--- config.mk ---
export PLATFORM = sky130hd
export DESIGN_NAME = wdlrs_top
export DESIGN_NICKNAME = d
export VERILOG_FILES = /design/src/core/wdlrs_pkg.sv /design/src/core/wdlrs_cfg_if.sv /design/src/core/wdlrs_top.sv /design/src/core/wdlrs_lock.sv
export SDC_FILE = /design/constraint.sdc
export NUM_CORES = 1
export LEC_CHECK = 0
export ABC_CLOCK_PERIOD_IN_PS = 6200
export BUFFER_PORTS_ARGS = -buffer_cell sky130_fd_sc_hd__buf_4
export CAP_MARGIN = 20
export CORE_MARGIN = 2
export CORE_UTILIZATION = 41
export CTS_CLUSTER_SIZE = 10
export DETAILED_ROUTE_END_ITERATION = 6
export GPL_ROUTABILITY_DRIVEN = 0
export PLACE_DENSITY = 0.76
export SETUP_SLACK_MARGIN = 0.1
export SLEW_MARGIN = 20
export SYNTH_ARGS = -nofsm -noshare
export SYNTH_HDL_FRONTEND = slang
export SYNTH_SLANG_ARGS = --single-unit
--- constraint.sdc ---
create_clock -name mclk_in -period 6.2 [get_ports mclk_in]
set_clock_uncertainty 0.05 [all_clocks]
set_input_delay 0 -clock mclk_in [delete_from_list [all_inputs] [get_ports mclk_in]]
set_output_delay 0 -clock mclk_in [all_outputs]
set_load 0.02 [all_outputs]
--- src/core/wdlrs_pkg.sv ---
// Package: shared constants and types of the watchdog block
package wdlrs_pkg;
   // ==================================================
   // Widths and reset values
   localparam int          WDLRS_CNT_W      = 32;
   localparam logic [31:0] WDLRS_RELOAD_RST = 32'hFFFFFFFF;
   localparam logic [31:0] WDLRS_COUNT_RST  = 32'hFFFFFFFF;
   localparam logic [31:0] WDLRS_ZERO       = 32'h00000000;
   localparam logic [31:0] WDLRS_ONE        = 32'h00000001;
   localparam logic        WDLRS_LOCK_RST   = 1'b0;
   localparam logic        WDLRS_EN_RST     = 1'b0;
   localparam logic        WDLRS_RSTEN_RST  = 1'b0;
   localparam logic        WDLRS_STALL_RST  = 1'b0;
   localparam logic        WDLRS_IEN_RST    = 1'b0;

   // ==================================================
   // Timeout stage states, Gray along idle -> armed -> first timeout
   typedef enum logic [1:0] {
      WDLRS_IDLE  = 2'h0,
      WDLRS_ARMED = 2'h1,
      WDLRS_FIRST = 2'h3
   } wdlrs_state_t;
endpackage

--- src/core/wdlrs_cfg_if.sv ---
// Interface: configuration write strobes qualified by the lock
`timescale 1ns/1ps
interface wdlrs_cfg_if;
   logic        enable_wr;
   logic        reset_en_wr;
   logic        reset_en_val;
   logic        stall_wr;
   logic        int_en_wr;
   logic        reload_wr;
   logic [31:0] reload_val;
   logic        locked;
   modport gate (output enable_wr, reset_en_wr, reset_en_val, stall_wr, int_en_wr,
                 reload_wr, reload_val, locked);
   modport core (input enable_wr, reset_en_wr, reset_en_val, stall_wr, int_en_wr,
                 reload_wr, reload_val, locked);
endinterface

--- src/core/wdlrs_top.sv ---
// Watchdog timer with lock, immediate reload and debug stall
`timescale 1ns/1ps
module wdlrs_top (
   input  wire logic        mclk_in,
   input  wire logic        rst_n_in,
   input  wire logic        ce_in,
   input  wire logic        lock_in,
   input  wire logic        unlock_in,
   input  wire logic        enable_in,
   input  wire logic        int_clear_in,
   input  wire logic        int_en_in,
   input  wire logic        reset_en_set_in,
   input  wire logic        reset_en_clr_in,
   input  wire logic        stall_en_in,
   input  wire logic        reload_wr_in,
   input  wire logic [31:0] reload_value_in,
   input  wire logic        gated_status_select_in,
   input  wire logic        debug_halt_in,
   output logic             int_status_out,
   output logic             irq_out,
   output logic             sys_reset_out,
   output logic             locked_out,
   output logic             running_out,
   output logic             reset_en_out,
   output logic             stall_en_out,
   output logic [31:0]      reload_value_out,
   output logic [31:0]      count_out
);
   import wdlrs_pkg::*;

   wdlrs_cfg_if cfg ();

   logic               enabled;
   logic               reset_en;
   logic               stall_en;
   logic               int_en;
   logic               raw_int;
   logic               sys_reset;
   logic [31:0]        reload_value;
   logic [31:0]        count;
   wdlrs_state_t       state;
   wdlrs_state_t       next_state;
   logic               halt_s1;
   logic               halt_s2;

   // ==================================================
   // Lock and write gating
   wdlrs_lock u_lock (
      .mclk_in         (mclk_in),
      .rst_n_in        (rst_n_in),
      .ce_in           (ce_in),
      .lock_in         (lock_in),
      .unlock_in       (unlock_in),
      .enable_in       (enable_in),
      .reset_en_set_in (reset_en_set_in),
      .reset_en_clr_in (reset_en_clr_in),
      .stall_en_in     (stall_en_in),
      .int_en_in       (int_en_in),
      .reload_wr_in    (reload_wr_in),
      .reload_value_in (reload_value_in),
      .cfg             (cfg.gate)
   );

   // ==================================================
   // Debug halt comes from the core's clock tree; synchronise anyway
   always_ff @(posedge mclk_in) begin
      if (!rst_n_in) begin
         halt_s1 <= 1'b0;
         halt_s2 <= 1'b0;
      end else if (ce_in) begin
         halt_s1 <= debug_halt_in;
         halt_s2 <= halt_s1;
      end
   end

   // Decode of counting events
   wire   stalled    = stall_en & halt_s2;
   wire   tick       = enabled & ~stalled & ~cfg.reload_wr;
   wire   at_zero    = (count == WDLRS_ZERO);
   wire   timeout    = tick & at_zero;
   wire   zero_load  = cfg.reload_wr & (cfg.reload_val == WDLRS_ZERO) & enabled;
   wire   clear_now  = int_clear_in & ~timeout & ~zero_load;    // Set wins over clear

   // ==================================================
   // Configuration bits
   always_ff @(posedge mclk_in) begin
      if (!rst_n_in) begin
         enabled      <= WDLRS_EN_RST;
         reset_en     <= WDLRS_RSTEN_RST;
         stall_en     <= WDLRS_STALL_RST;
         int_en       <= WDLRS_IEN_RST;
         reload_value <= WDLRS_RELOAD_RST;
      end else if (ce_in) begin
         if (cfg.enable_wr) begin
            enabled <= 1'b1; // Enabling also arms the interrupt
            int_en  <= 1'b1;
         end else if (cfg.int_en_wr) begin
            int_en <= 1'b1;
         end
         if (cfg.reset_en_wr) begin
            reset_en <= cfg.reset_en_val;
         end
         if (cfg.stall_wr) begin
            stall_en <= 1'b1;
         end
         if (cfg.reload_wr) begin
            reload_value <= cfg.reload_val;
         end
      end
   end

   // ==================================================
   // Timeout stage machine
   always_comb begin
      next_state = state;
      case (state)
         WDLRS_IDLE: begin
            if (cfg.enable_wr) begin
               next_state = WDLRS_ARMED;
            end
         end
         WDLRS_ARMED: begin
            if (timeout || zero_load) begin
               next_state = WDLRS_FIRST;
            end
         end
         WDLRS_FIRST: begin
            if (clear_now) begin
               next_state = WDLRS_ARMED;
            end
         end
         default: begin
            next_state = WDLRS_IDLE;
         end
      endcase
   end

   // Counter, interrupt and reset; a reload write takes the counter at once
   always_ff @(posedge mclk_in) begin
      if (!rst_n_in) begin
         state     <= WDLRS_IDLE;
         count     <= WDLRS_COUNT_RST;
         raw_int   <= 1'b0;
         sys_reset <= 1'b0;
      end else if (ce_in) begin
         state <= next_state;
         if (cfg.reload_wr && enabled) begin
            count <= cfg.reload_val;
         end else if (cfg.reload_wr || (state == WDLRS_FIRST && clear_now)) begin
            count <= cfg.reload_wr ? cfg.reload_val : reload_value;
         end else if (timeout) begin
            count <= reload_value;
         end else if (tick) begin
            count <= count - WDLRS_ONE;
         end
         if (timeout || zero_load) begin
            raw_int <= 1'b1;
         end else if (int_clear_in) begin
            raw_int <= 1'b0;
         end
         if (timeout && state == WDLRS_FIRST && reset_en) begin
            sys_reset <= 1'b1;
         end
      end
   end

   // ==================================================
   // Software-visible status
   assign irq_out          = raw_int & int_en;
   assign int_status_out   = gated_status_select_in ? irq_out : raw_int;
   assign sys_reset_out    = sys_reset;
   assign locked_out       = cfg.locked;
   assign running_out      = enabled;
   assign reset_en_out     = reset_en;
   assign stall_en_out     = stall_en;
   assign reload_value_out = reload_value;
   assign count_out        = count;
endmodule

--- src/core/wdlrs_lock.sv ---
// Lock register and write gating for the configuration strobes
`timescale 1ns/1ps
module wdlrs_lock (
   input  wire logic  mclk_in,
   input  wire logic  rst_n_in,
   input  wire logic  ce_in,
   input  wire logic  lock_in,
   input  wire logic  unlock_in,
   input  wire logic  enable_in,
   input  wire logic  reset_en_set_in,
   input  wire logic  reset_en_clr_in,
   input  wire logic  stall_en_in,
   input  wire logic  int_en_in,
   input  wire logic  reload_wr_in,
   input  wire logic [31:0] reload_value_in,
   wdlrs_cfg_if.gate  cfg
);
   import wdlrs_pkg::*;
   logic locked;

   // ==================================================
   // Lock state; unlock wins over lock in the same cycle
   always_ff @(posedge mclk_in) begin
      if (!rst_n_in) begin
         locked <= WDLRS_LOCK_RST;
      end else if (ce_in) begin
         if (unlock_in) begin
            locked <= 1'b0;
         end else if (lock_in) begin
            locked <= 1'b1;
         end
      end
   end

   // Writes pass only while unlocked
   assign cfg.locked       = locked;
   assign cfg.enable_wr    = enable_in & ~locked;
   assign cfg.reset_en_wr  = (reset_en_set_in | reset_en_clr_in) & ~locked;
   assign cfg.reset_en_val = reset_en_set_in;
   assign cfg.stall_wr     = stall_en_in & ~locked;
   assign cfg.int_en_wr    = int_en_in & ~locked;
   assign cfg.reload_wr    = reload_wr_in & ~locked;
   assign cfg.reload_val   = reload_value_in;
endmodule

### Word-level counts from Yosys, hierarchy flattened

Cells that the tools add are included.

* bits of input ports: 46
* logic and storage cells: 76
* output and inout port bits: 71
* register bits: 75

* reductions and logical operators: 22
* $add $sub $neg: 1
* eq/ne operators: 5
* mux-type cells: 16
* bitwise logic cells: 20

Operator list (count)
* 32-bit 2-to-1 mux: 5
* 32-bit zero test: 2
* 32-bit by 1-bit subtractor with 32-bit output, second input constant: 1
* 2-bit AND reduction: 8
* 1-bit AND: 14
* 1-bit 2-to-1 mux: 7
* 2-bit 2-to-1 mux: 3
* 2-bit inequality test, second input constant: 3
* 2-bit case mux with 3 select lines: 1
* 2-bit nonzero test: 3
* 1-bit NOT: 5
* 1-bit logical AND: 4
* 4-bit AND reduction: 1
* 4-bit nonzero test: 1
* 2-bit by 1-bit == test with 1-bit output, second input constant: 1
* 2-bit == test, second input constant: 1
* 2-bit zero test: 1
* 1-bit logical OR: 2
* 1-bit OR: 1

### Longest topological paths before layout

Gate-level depths: netlist of the first run.

* depth after elaboration: 12
* gate-level depth with buffers: 11
* depth with buffers taken out: 9

### By module

A second synthesis of the first run with hierarchy kept.

* cell total of the unflattened synthesis: 558
* area, all modules: 4341.7 um^2

Modules (own cells, without submodules)
* wdlrs_top: area an instance 4010.1 um^2, times used 1, cells an instance 515, seq. area each 1481.4 um^2
* wdlrs_lock: area an instance 331.6 um^2, times used 1, cells an instance 43, seq. area each 20.0 um^2

### Worst setup path before layout of the first run

OpenSTA, ideal clock, no wires.

* kind: reg-to-reg
* start point: register count[26] (netlist: count_out[26])
* end point: register count[12] (netlist: count_out[12])
* setup slack: 3.513 ns
* period minus slack after synthesis: 2.687 ns
* data arrival time: 2.506 ns
* buffers on the path: 1
* cell stages (with the launch flop): 9
* library setup time: 0.131 ns
* required time: 6.019 ns
* cells stage by stage: dfxtp_1 -> or4_4 -> or2_0 -> or4_4 -> o21ai_2 -> buf_6 -> mux2_1 -> a21oi_1 -> o21ai_1

* cells in the longest elaborated chain, start to end: 9
* elaborated cells on any way between the ends: 12
* classes of those cells: 3 x mux; 4 x bitwise; 5 x reduce/logical

Ends and longest elaborated chain
* start, declared: RTL line wdlrs_top.sv:40 `logic [31:0] count;`
* start signal, assigned: RTL line wdlrs_top.sv:148 `count <= cfg.reload_val;`
* start signal, assigned: RTL line wdlrs_top.sv:150 `count <= cfg.reload_wr ? cfg.reload_val : reload_value;`
* start signal, assigned: RTL line wdlrs_top.sv:152 `count <= reload_value;`
* 32-bit zero test (*): RTL line wdlrs_top.sv:79 `wire at_zero = (count == WDLRS_ZERO);`
* 1-bit AND (*): RTL line wdlrs_top.sv:80 `wire timeout = tick & at_zero;`
* 1-bit NOT: RTL line wdlrs_top.sv:82 `wire clear_now = int_clear_in & ~timeout & ~zero_load;`
* 1-bit AND (2 in series): RTL line wdlrs_top.sv:82
* 1-bit logical AND: RTL line wdlrs_top.sv:149 `end else if (cfg.reload_wr || (state == WDLRS_FIRST && clear_now)) begin`
* 1-bit logical OR: RTL line wdlrs_top.sv:149
* 4-bit nonzero test (no source line) / 32-bit 2-to-1 mux (equally long branches)
* 2-bit AND reduction (no source line) / 32-bit 2-to-1 mux (equally long branches)

Mark *: on every way between the ends. The rest lies on a longest branch, timed or not.
A chain may end at the register's enable or synchronous reset.

### Worst setup path in the final report of the first run

* start point: register u_lock.locked (netlist: u_lock.cfg.locked)
* end point: register count[12] (netlist: count_out[12])

* cells in the longest elaborated chain, start to end: 12
* elaborated cells on any way between the ends: 20
* classes of those cells: 4 x mux; 11 x bitwise; 5 x reduce/logical

Ends and longest elaborated chain
* start, declared: RTL line wdlrs_lock.sv:19 `logic locked;`
* start signal, assigned: RTL line wdlrs_lock.sv:25 `locked <= WDLRS_LOCK_RST;`
* start signal, assigned: RTL line wdlrs_lock.sv:28 `locked <= 1'b0;`
* start signal, assigned: RTL line wdlrs_lock.sv:30 `locked <= 1'b1;`
* 1-bit NOT (*): RTL line wdlrs_lock.sv:42 `assign cfg.reload_wr = reload_wr_in & ~locked;`
* 1-bit AND (*): RTL line wdlrs_lock.sv:42
* 1-bit NOT: RTL line wdlrs_top.sv:78 `wire tick = enabled & ~stalled & ~cfg.reload_wr;`
* 1-bit AND: RTL line wdlrs_top.sv:78
* 1-bit AND: RTL line wdlrs_top.sv:80
* 1-bit NOT: RTL line wdlrs_top.sv:82
* 1-bit AND (2 in series): RTL line wdlrs_top.sv:82
* 1-bit logical AND: RTL line wdlrs_top.sv:149
* 1-bit logical OR: RTL line wdlrs_top.sv:149
* 4-bit nonzero test (no source line) / 32-bit 2-to-1 mux (equally long branches)
* 2-bit AND reduction (no source line) / 32-bit 2-to-1 mux (equally long branches)

Marked as above.

==> impl_metrics.py, run 1 <==
metrics = {
    "outcome": {
        "outcome": "finished clean",
    },
    "clock_tree": {
        "post_cts_resized": 0,
        "htreeDepth": 3,
        "post-cts-setup-buffer-count": 0,
        "cts_sinks": 75,
        "path_clk_slew_ns": 0.08,
        "clock_latency_ns": 0.36,
        "cts_hold_buf": 44,
        "cts_tree": "done",
        "cts_max_path_buffers": 2,
        "cts_made_buffers": 9,
        "cts_root_buf": "clkbuf_8",
    },
    "cells_and_area": {
        "antennaDiodeCount": 0,
        "num-nets-final": 702,
        "areaGrowthSynthToFinish_pct": 39.76,
        "ff_latch_area_mm2": 0.001501,
        "drive_above_1_share_pct": 21.55,
        "multi_input_area_mm2": 0.002322,
        "num-fill-cells": 835,
    },
    "die": {
        "num_rows": 35,
        "io_pins": 117,
        "die_y_um": 102.6,
        "core-area_mm2": 0.009328,
        "die_w_um": 102.6,
        "start_util_pct": 42.75,
        "die-area_mm2": 0.01053,
    },
    "synthesis": {
        "synth_fa_ha_area_share_pct": 0.3138,
        "synth_top_flop_cell": "dfxtp_1",
        "yosysWarningCount": 0,
        "synth_compound_area_share_pct": 17.70,
        "synthCells": 517,
        "synthMuxAreaShare_pct": 2.824,
        "synth_xor_area_share_pct": 5.491,
        "syn_area_mm2": 0.003988,
        "synth_area_per_cell_um2": 7.713,
        "yosys.area_share.simple_pct": 31.47,
        "synth-edff-count": 0,
        "syn_nets": 564,
        "synth_seq_area_share_pct": 37.65,
        "ys_types": 52,
        "synth_top_family_by_area": "simple AND/OR/NAND/NOR gates",
        "synthArstFlopShare_pct": 0,
        "ys_ff_latch": 75,
    },
    "hold_path": {
        "hp-class": "primary input to register",
    },
    "routing": {
        "wl_per_cell_um": 17.20,
        "via_per_inst": 5.671,
        "dr.first_iter.drc_count": 329,
        "dr.pass1.iters": 5,
        "wl_mm": 13.55,
        "drcViolationCount": 0,
        "ant_nets": 0,
        "vias": 4469,
    },
    "timing": {
        "worst_slew_pin_slew_ns": 1.021,
        "period_minus_slack_ns": 3.624,
        "slew_headroom_pct": 31.92,
        "timing_hold_violations_final": 0,
        "drv_slew": 0,
        "setup_violations": 0,
        "fmax_ghz": 0.2759,
        "finalSetupTns_ns": 0,
        "rsz0062_at_grt": "false",
        "fin_crit_sh_pct": 58.45,
    },
    "setup_path": {
        "worstPathMaxFanout": 26,
        "startpoint_type": "register",
        "rrSetupSlack_ns": 2.58,
        "worst_ep_required_time_ns": 6.36,
        "critPathArrivalTime_ns": 3.78,
        "cp-end-kind": "register",
        "crit_type": "register to register",
    },
    "placement": {
        "dpl.hpwl_mm": 9.075,
        "numPortBuffers": 116,
    },
    "power_and_ir_drop": {
        "p_leak_nw": 2.179,
        "power.total_mw": 1.232,
        "p_per_area_mw_per_mm2": 221.0,
        "irDropWorstVdd_mv": 0.1074,
    },
    "global_route": {
        "grt_pass1_vias": 4238,
        "grt_use_total_pct": 25.80,
        "grt_start_max_net_pins": 83,
        "antenna_found_initial": 0,
        "overflow": 0,
        "grt_pass1_wl_mm": 21.27,
    },
    "job": {
        "max_cap_violations": 0,
    },
}
[cell type report]
cell class | count | share of cell area (%)
well taps | 129 | 2.896
flip-flops and latches | 75 | 26.94
clock buffers | 10 | 2.470
clock inverters | 5 | 1.392
repair buffers | 165 | 24.43
inverters | 3 | 0.2021
multi-input cells | 401 | 41.67
[cell usage after synthesis (all sizes together), types with 12 or more instances]
cell / instances / area [um^2]
nand3: 36 / 180.2
xnor2: 19 / 166.4
nor4: 19 / 118.9
nor2: 31 / 116.4
o21ai: 16 / 83.83
dfxtp: 75 / 1501
nand2: 98 / 367.9
nor3: 25 / 125.1
nor3b: 14 / 105.1
a21oi: 26 / 130.1
clkbuf: 33 / 123.9
a41oi: 13 / 113.9
a31oi: 12 / 75.07
[metrics by stage]
step | instances | hold slack, ns | utilization, % | setup WS, ns | area, um^2
final | 788 | 0.1186 | 59.75 | 2.576 | 5573
after global routing | 788 | 0.1430 | 59.75 | 2.392 | 5573
after CTS | 787 | 0.1089 | 59.53 | 2.640 | 5553
after detailed placement | 728 | 0.1877 | 52.50 | 2.649 | 4897
after global placement | 728 | 0.1803 | 52.47 | 2.750 | 4895
after floorplan | 517 | 0.07431 | - | 3.513 | 3988
[routing by layer]
metal	GRT usage [%]	up-vias	routed length [um]
li1	-	2133	-
met1	32.87	2096	5680
met2	42.89	211	6550
met3	5.220	29	1007
met4	10.26	0	316
met5	0	-	0
[sequential cells by signal, indices dropped and copies added, names as in the netlist]
register and count:
count_out 32, halt_s1 1, halt_s2 1, int_en 1
raw_int 1, reload_value_out 32, reset_en_out 1, running_out 1
stall_en_out 1, state 2, sys_reset_out 1, u_lock.cfg.locked 1
[final timing paths]
kind | from | end | depth (start not counted)
worst max-delay path | u_lock.cfg.locked | count_out[12] | 8
worst min-delay path | rst_n_in | reload_value_out[4] | 2
worst max register to register | u_lock.cfg.locked | count_out[12] | 8
worst min register to register | int_en | int_en | 2
[where the power goes]
part	switching (mW)	internal [mW]	total (mW)
clock	0.185	0.234	0.419
sequential	0.0374	0.513	0.550
combinational	0.141	0.122	0.263
total	0.363	0.868	1.23
[cells by family after synthesis]
| group | Yosys count |
|---|---|
| compound gates | 105 |
| xor+xnor | 25 |
| fa+ha+maj | 1 |
| buf+inv | 41 |
| flops | 75 |
| mux | 11 |
| simple gates | 259 |
[critical path, stage by stage (launching register included)]
cell      delay, ns
dfxtp_1        0.45
nand2b_1       0.83
nand4b_1       0.24
or4_4          0.61
o21ai_4        0.28
buf_4          0.41
mux2_1         0.35
a21oi_1        0.14
o21ai_1        0.09
[cells in the final DEF, fill, tap and decap left out, drive strengths merged, types with 4 or more instances in the layout]
master       instances
a21boi               4
a21oi               26
a31oi               12
a41oi               13
buf                121
clkbuf              10
dfxtp               75
dlygate4sd3         44
mux2i                9
nand2               98
nand2b               5
nand3               36
nand4                4
nor2                31
nor2b               11
nor3                25
nor3b               14
nor4                19
o21a                 9
o21ai               16
o32ai                5
or2                  4
or3                  4
xnor2               19
xor2                 6
Note: power is estimated with default switching activity, not from simulation.
==> run 2: changes to the inputs <==
--- a/config.mk
+++ b/config.mk
@@ -5,7 +5,8 @@
 export SDC_FILE = /design/constraint.sdc
 export NUM_CORES = 1
 export LEC_CHECK = 0
-export ABC_CLOCK_PERIOD_IN_PS = 6200
+export ABC_AREA = 1
+export ABC_CLOCK_PERIOD_IN_PS = 3100
 export BUFFER_PORTS_ARGS = -buffer_cell sky130_fd_sc_hd__buf_4
 export CAP_MARGIN = 20
 export CORE_MARGIN = 2
==> constraint.sdc (replaced) <==
create_clock -name mclk_in -period 3.1 [get_ports mclk_in]
set_clock_uncertainty 0.05 [all_clocks]
set_input_delay 0 -clock mclk_in [delete_from_list [all_inputs] [get_ports mclk_in]]
set_output_delay 0 -clock mclk_in [all_outputs]
set_load 0.02 [all_outputs]
==> run 2 against run 1 <==
- critical path type unchanged
- fmax is 35% higher
- combinational power grew to 2.9 times the previous value
- highest routed layer unchanged
- sequential share of layout area is 3.6 points lower
- sequential cell count stayed put
- the flow now finishes with violations (negative hold slack)
- die area is 22% higher
- first-iteration DRC count is 61% higher
- worst hold slack worse by 0.12 ns
- power grew to 2.5 times the previous value
- area after synthesis is 23% higher
- sequential power is 110% higher
- clock power grew to 2.9 times the previous value
==> impl_metrics.py, run 2 <==
metrics = {
    "outcome": {
        "outcome": "complete, but fails checks",
        "violations": "negative hold slack",
    },
    "synthesis": {
        "syn_nets": 893,
        "post-synth-top-count-cell": "nand2_1",
        "synth-edff-count": 0,
        "yosysWarningCount": 0,
        "ys_types": 33,
        "synthCells": 846,
        "synth_area_per_cell_um2": 5.789,
        "synth_top_flop_cell": "dfxtp_1",
        "synth_seq_area_share_pct": 30.66,
        "synth_top_area_share_pct": 30.66,
        "syn_area_mm2": 0.004897,
        "synthArstFlopShare_pct": 0,
        "synth.largest_area_cell": "dfxtp_1",
        "synth_area_leaders": "dfxtp_1 (31%), nand2_1 (26%), nand3_1 (9.5%), nor2_1 (6.6%), o21ai_0 (5.7%)",
        "yosys-top-cells-count": "nand2_1 (343), nand3_1 (93), nor2_1 (86)",
        "ys_ff_latch": 75,
    },
    "routing": {
        "dr.pass1.iters": 7,
        "via_per_inst": 5.398,
        "dr.first_iter.drc_count": 529,
        "wl_mm": 17.74,
        "ant_nets": 0,
        "vias": 6035,
        "wl_per_cell_um": 15.86,
        "drcViolationCount": 0,
    },
    "setup_path": {
        "startpoint_type": "register",
        "critPathArrivalTime_ns": 2.91,
        "rr_startpoint": "count_out[0]",
        "worst_ep_required_time_ns": 3.33,
        "worstPathMaxFanout": 33,
        "r2r_cells": 13,
        "r2r-end": "count_out[21]",
        "rrSetupSlack_ns": 0.42,
        "worstSetupStartpoint": "count_out[0]",
        "cp-end-kind": "register",
        "crit_type": "register to register",
        "endpoint": "count_out[21]",
    },
    "timing": {
        "drv_slew": 0,
        "setup_ws_ns": 0.4157,
        "setup_violations": 0,
        "fmax_ghz": 0.3725,
        "finalSetupTns_ns": 0,
        "fin_crit_sh_pct": 86.59,
        "period_minus_slack_ns": 2.684,
        "slew_headroom_pct": 44.00,
        "timing_hold_violations_final": 1,
        "worst_slew_pin_slew_ns": 0.8391,
        "rsz0062_at_grt": "false",
        "whs_ns": -0.0005579,
    },
    "die": {
        "core-area_mm2": 0.01152,
        "die-area_mm2": 0.01283,
        "die_y_um": 113.3,
        "num_rows": 39,
        "io_pins": 117,
        "die_w_um": 113.3,
        "start_util_pct": 42.52,
    },
    "global_route": {
        "grt_start_max_net_pins": 39,
        "antenna_found_initial": 0,
        "overflow": 0,
        "grt_use_total_pct": 27.26,
        "grt_pass1_vias": 5430,
        "grt_pass1_wl_mm": 27.89,
    },
    "hold_path": {
        "hp-class": "primary input to register",
        "min_from": "enable_in",
    },
    "clock_tree": {
        "cts_sinks": 75,
        "cts_max_path_buffers": 2,
        "clock_latency_ns": 0.34,
        "post_cts_resized": 0,
        "htreeDepth": 3,
        "path_clk_slew_ns": 0.06,
        "cts_root_buf": "clkbuf_16",
        "cts_tree": "done",
        "cts_made_buffers": 9,
    },
    "placement": {
        "place_ws_ns": 0.4394,
        "dpl.hpwl_mm": 12.42,
        "numPortBuffers": 116,
        "place_area_mm2": 0.005836,
    },
    "power_and_ir_drop": {
        "p_per_area_mw_per_mm2": 484.6,
        "irDropWorstVdd_mv": 0.3135,
        "p_leak_nw": 3.223,
    },
    "cells_and_area": {
        "final_util_pct": 55.89,
        "final_common_cell": "nand2_1",
        "drive_above_1_share_pct": 16.51,
        "areaGrowthSynthToFinish_pct": 31.43,
        "num-fill-cells": 1127,
        "antennaDiodeCount": 0,
        "final_cell_mix": "nand2_1 (343), buf_4 (128), nand3_1 (93)",
        "finalInstanceArea_mm2": 0.006436,
        "num-nets-final": 1018,
    },
    "job": {
        "max_cap_violations": 0,
    },
}
run 2: timing repair:
item,CTS,global route
endpoints found under the hold margin,21,0
hold buffers,27,0
setup buffers,0,0
run 2: layout make-up:
type	count	area, um^2	share of cell area, %
multi-input cells	671	2973	46.19
flip-flops and latches	75	1501	23.33
repair buffers	155	1231	19.13
clock buffers	9	225.2	3.499
inverters	59	221.5	3.441
well taps	143	178.9	2.780
clock inverters	6	105.1	1.633
run 2: per-stage QoR:
stage	std cells	hold WS, ns	power (mW)
after CTS	1118	0.0006330	3.100
after global placement	1076	0.1348	1.873
after global routing	1118	0.03079	3.236
after detailed placement	1076	0.1408	1.879
after floorplan	846	0.05043	1.594
final	1118	-0.0005579	3.119
run 2: how the worst min path moves through the flow:
| stage | to | slack, ns | depth (start not counted) |
|---|---|---|---|
| final | state[0] | -0.0006 | 5 |
| after global routing | reload_value_out[13] | 0.03 | 3 |
| after CTS | reload_value_out[16] | 0.0006 | 3 |
| after detailed placement | u_lock.cfg.locked | 0.14 | 2 |
| after global placement | u_lock.cfg.locked | 0.13 | 2 |
| after floorplan | u_lock.cfg.locked | 0.05 | 1 |
run 2: critical path: stages, from the launching register on:
cell and delay [ns]:
dfxtp_1 0.38, inv_1 0.09, ha_1 0.24, nand2_1 0.15, nor2_4 0.08, nand3_2 0.11
inv_2 0.05, nand2_2 0.08, nand4_4 0.22, nand3_2 0.17, nand2_4 0.23, inv_2 0.52
nand2_1 0.13, nand3_1 0.10
run 2: routing by layer:
metal | global-route usage (%) | share of wire, % | up-vias
li1 | - | - | 2947
met1 | 38.04 | 44 | 2736
met2 | 42.28 | 45 | 317
met3 | 4.821 | 8.9 | 35
met4 | 9.837 | 2.4 | 0
met5 | 0 | 0 | -
run 2: logic make-up (layout without fill, tap and decap cells):
logic type / count (synthesis) / after routing / synth area share [%]
buf+inv: 100 / 229 / 8.636
flops: 75 / 75 / 30.66
simple gates: 549 / 549 / 46.55
compound gates: 107 / 107 / 11.39
fa+ha+maj: 1 / 1 / 0.2555
xor+xnor: 14 / 14 / 2.504
run 2: power by group:
group          internal, mW  total [mW]  switching (mW)
combinational         0.306       0.757           0.451
sequential             1.04        1.15           0.106
clock                 0.778        1.21           0.433
total                  2.13        3.12           0.991
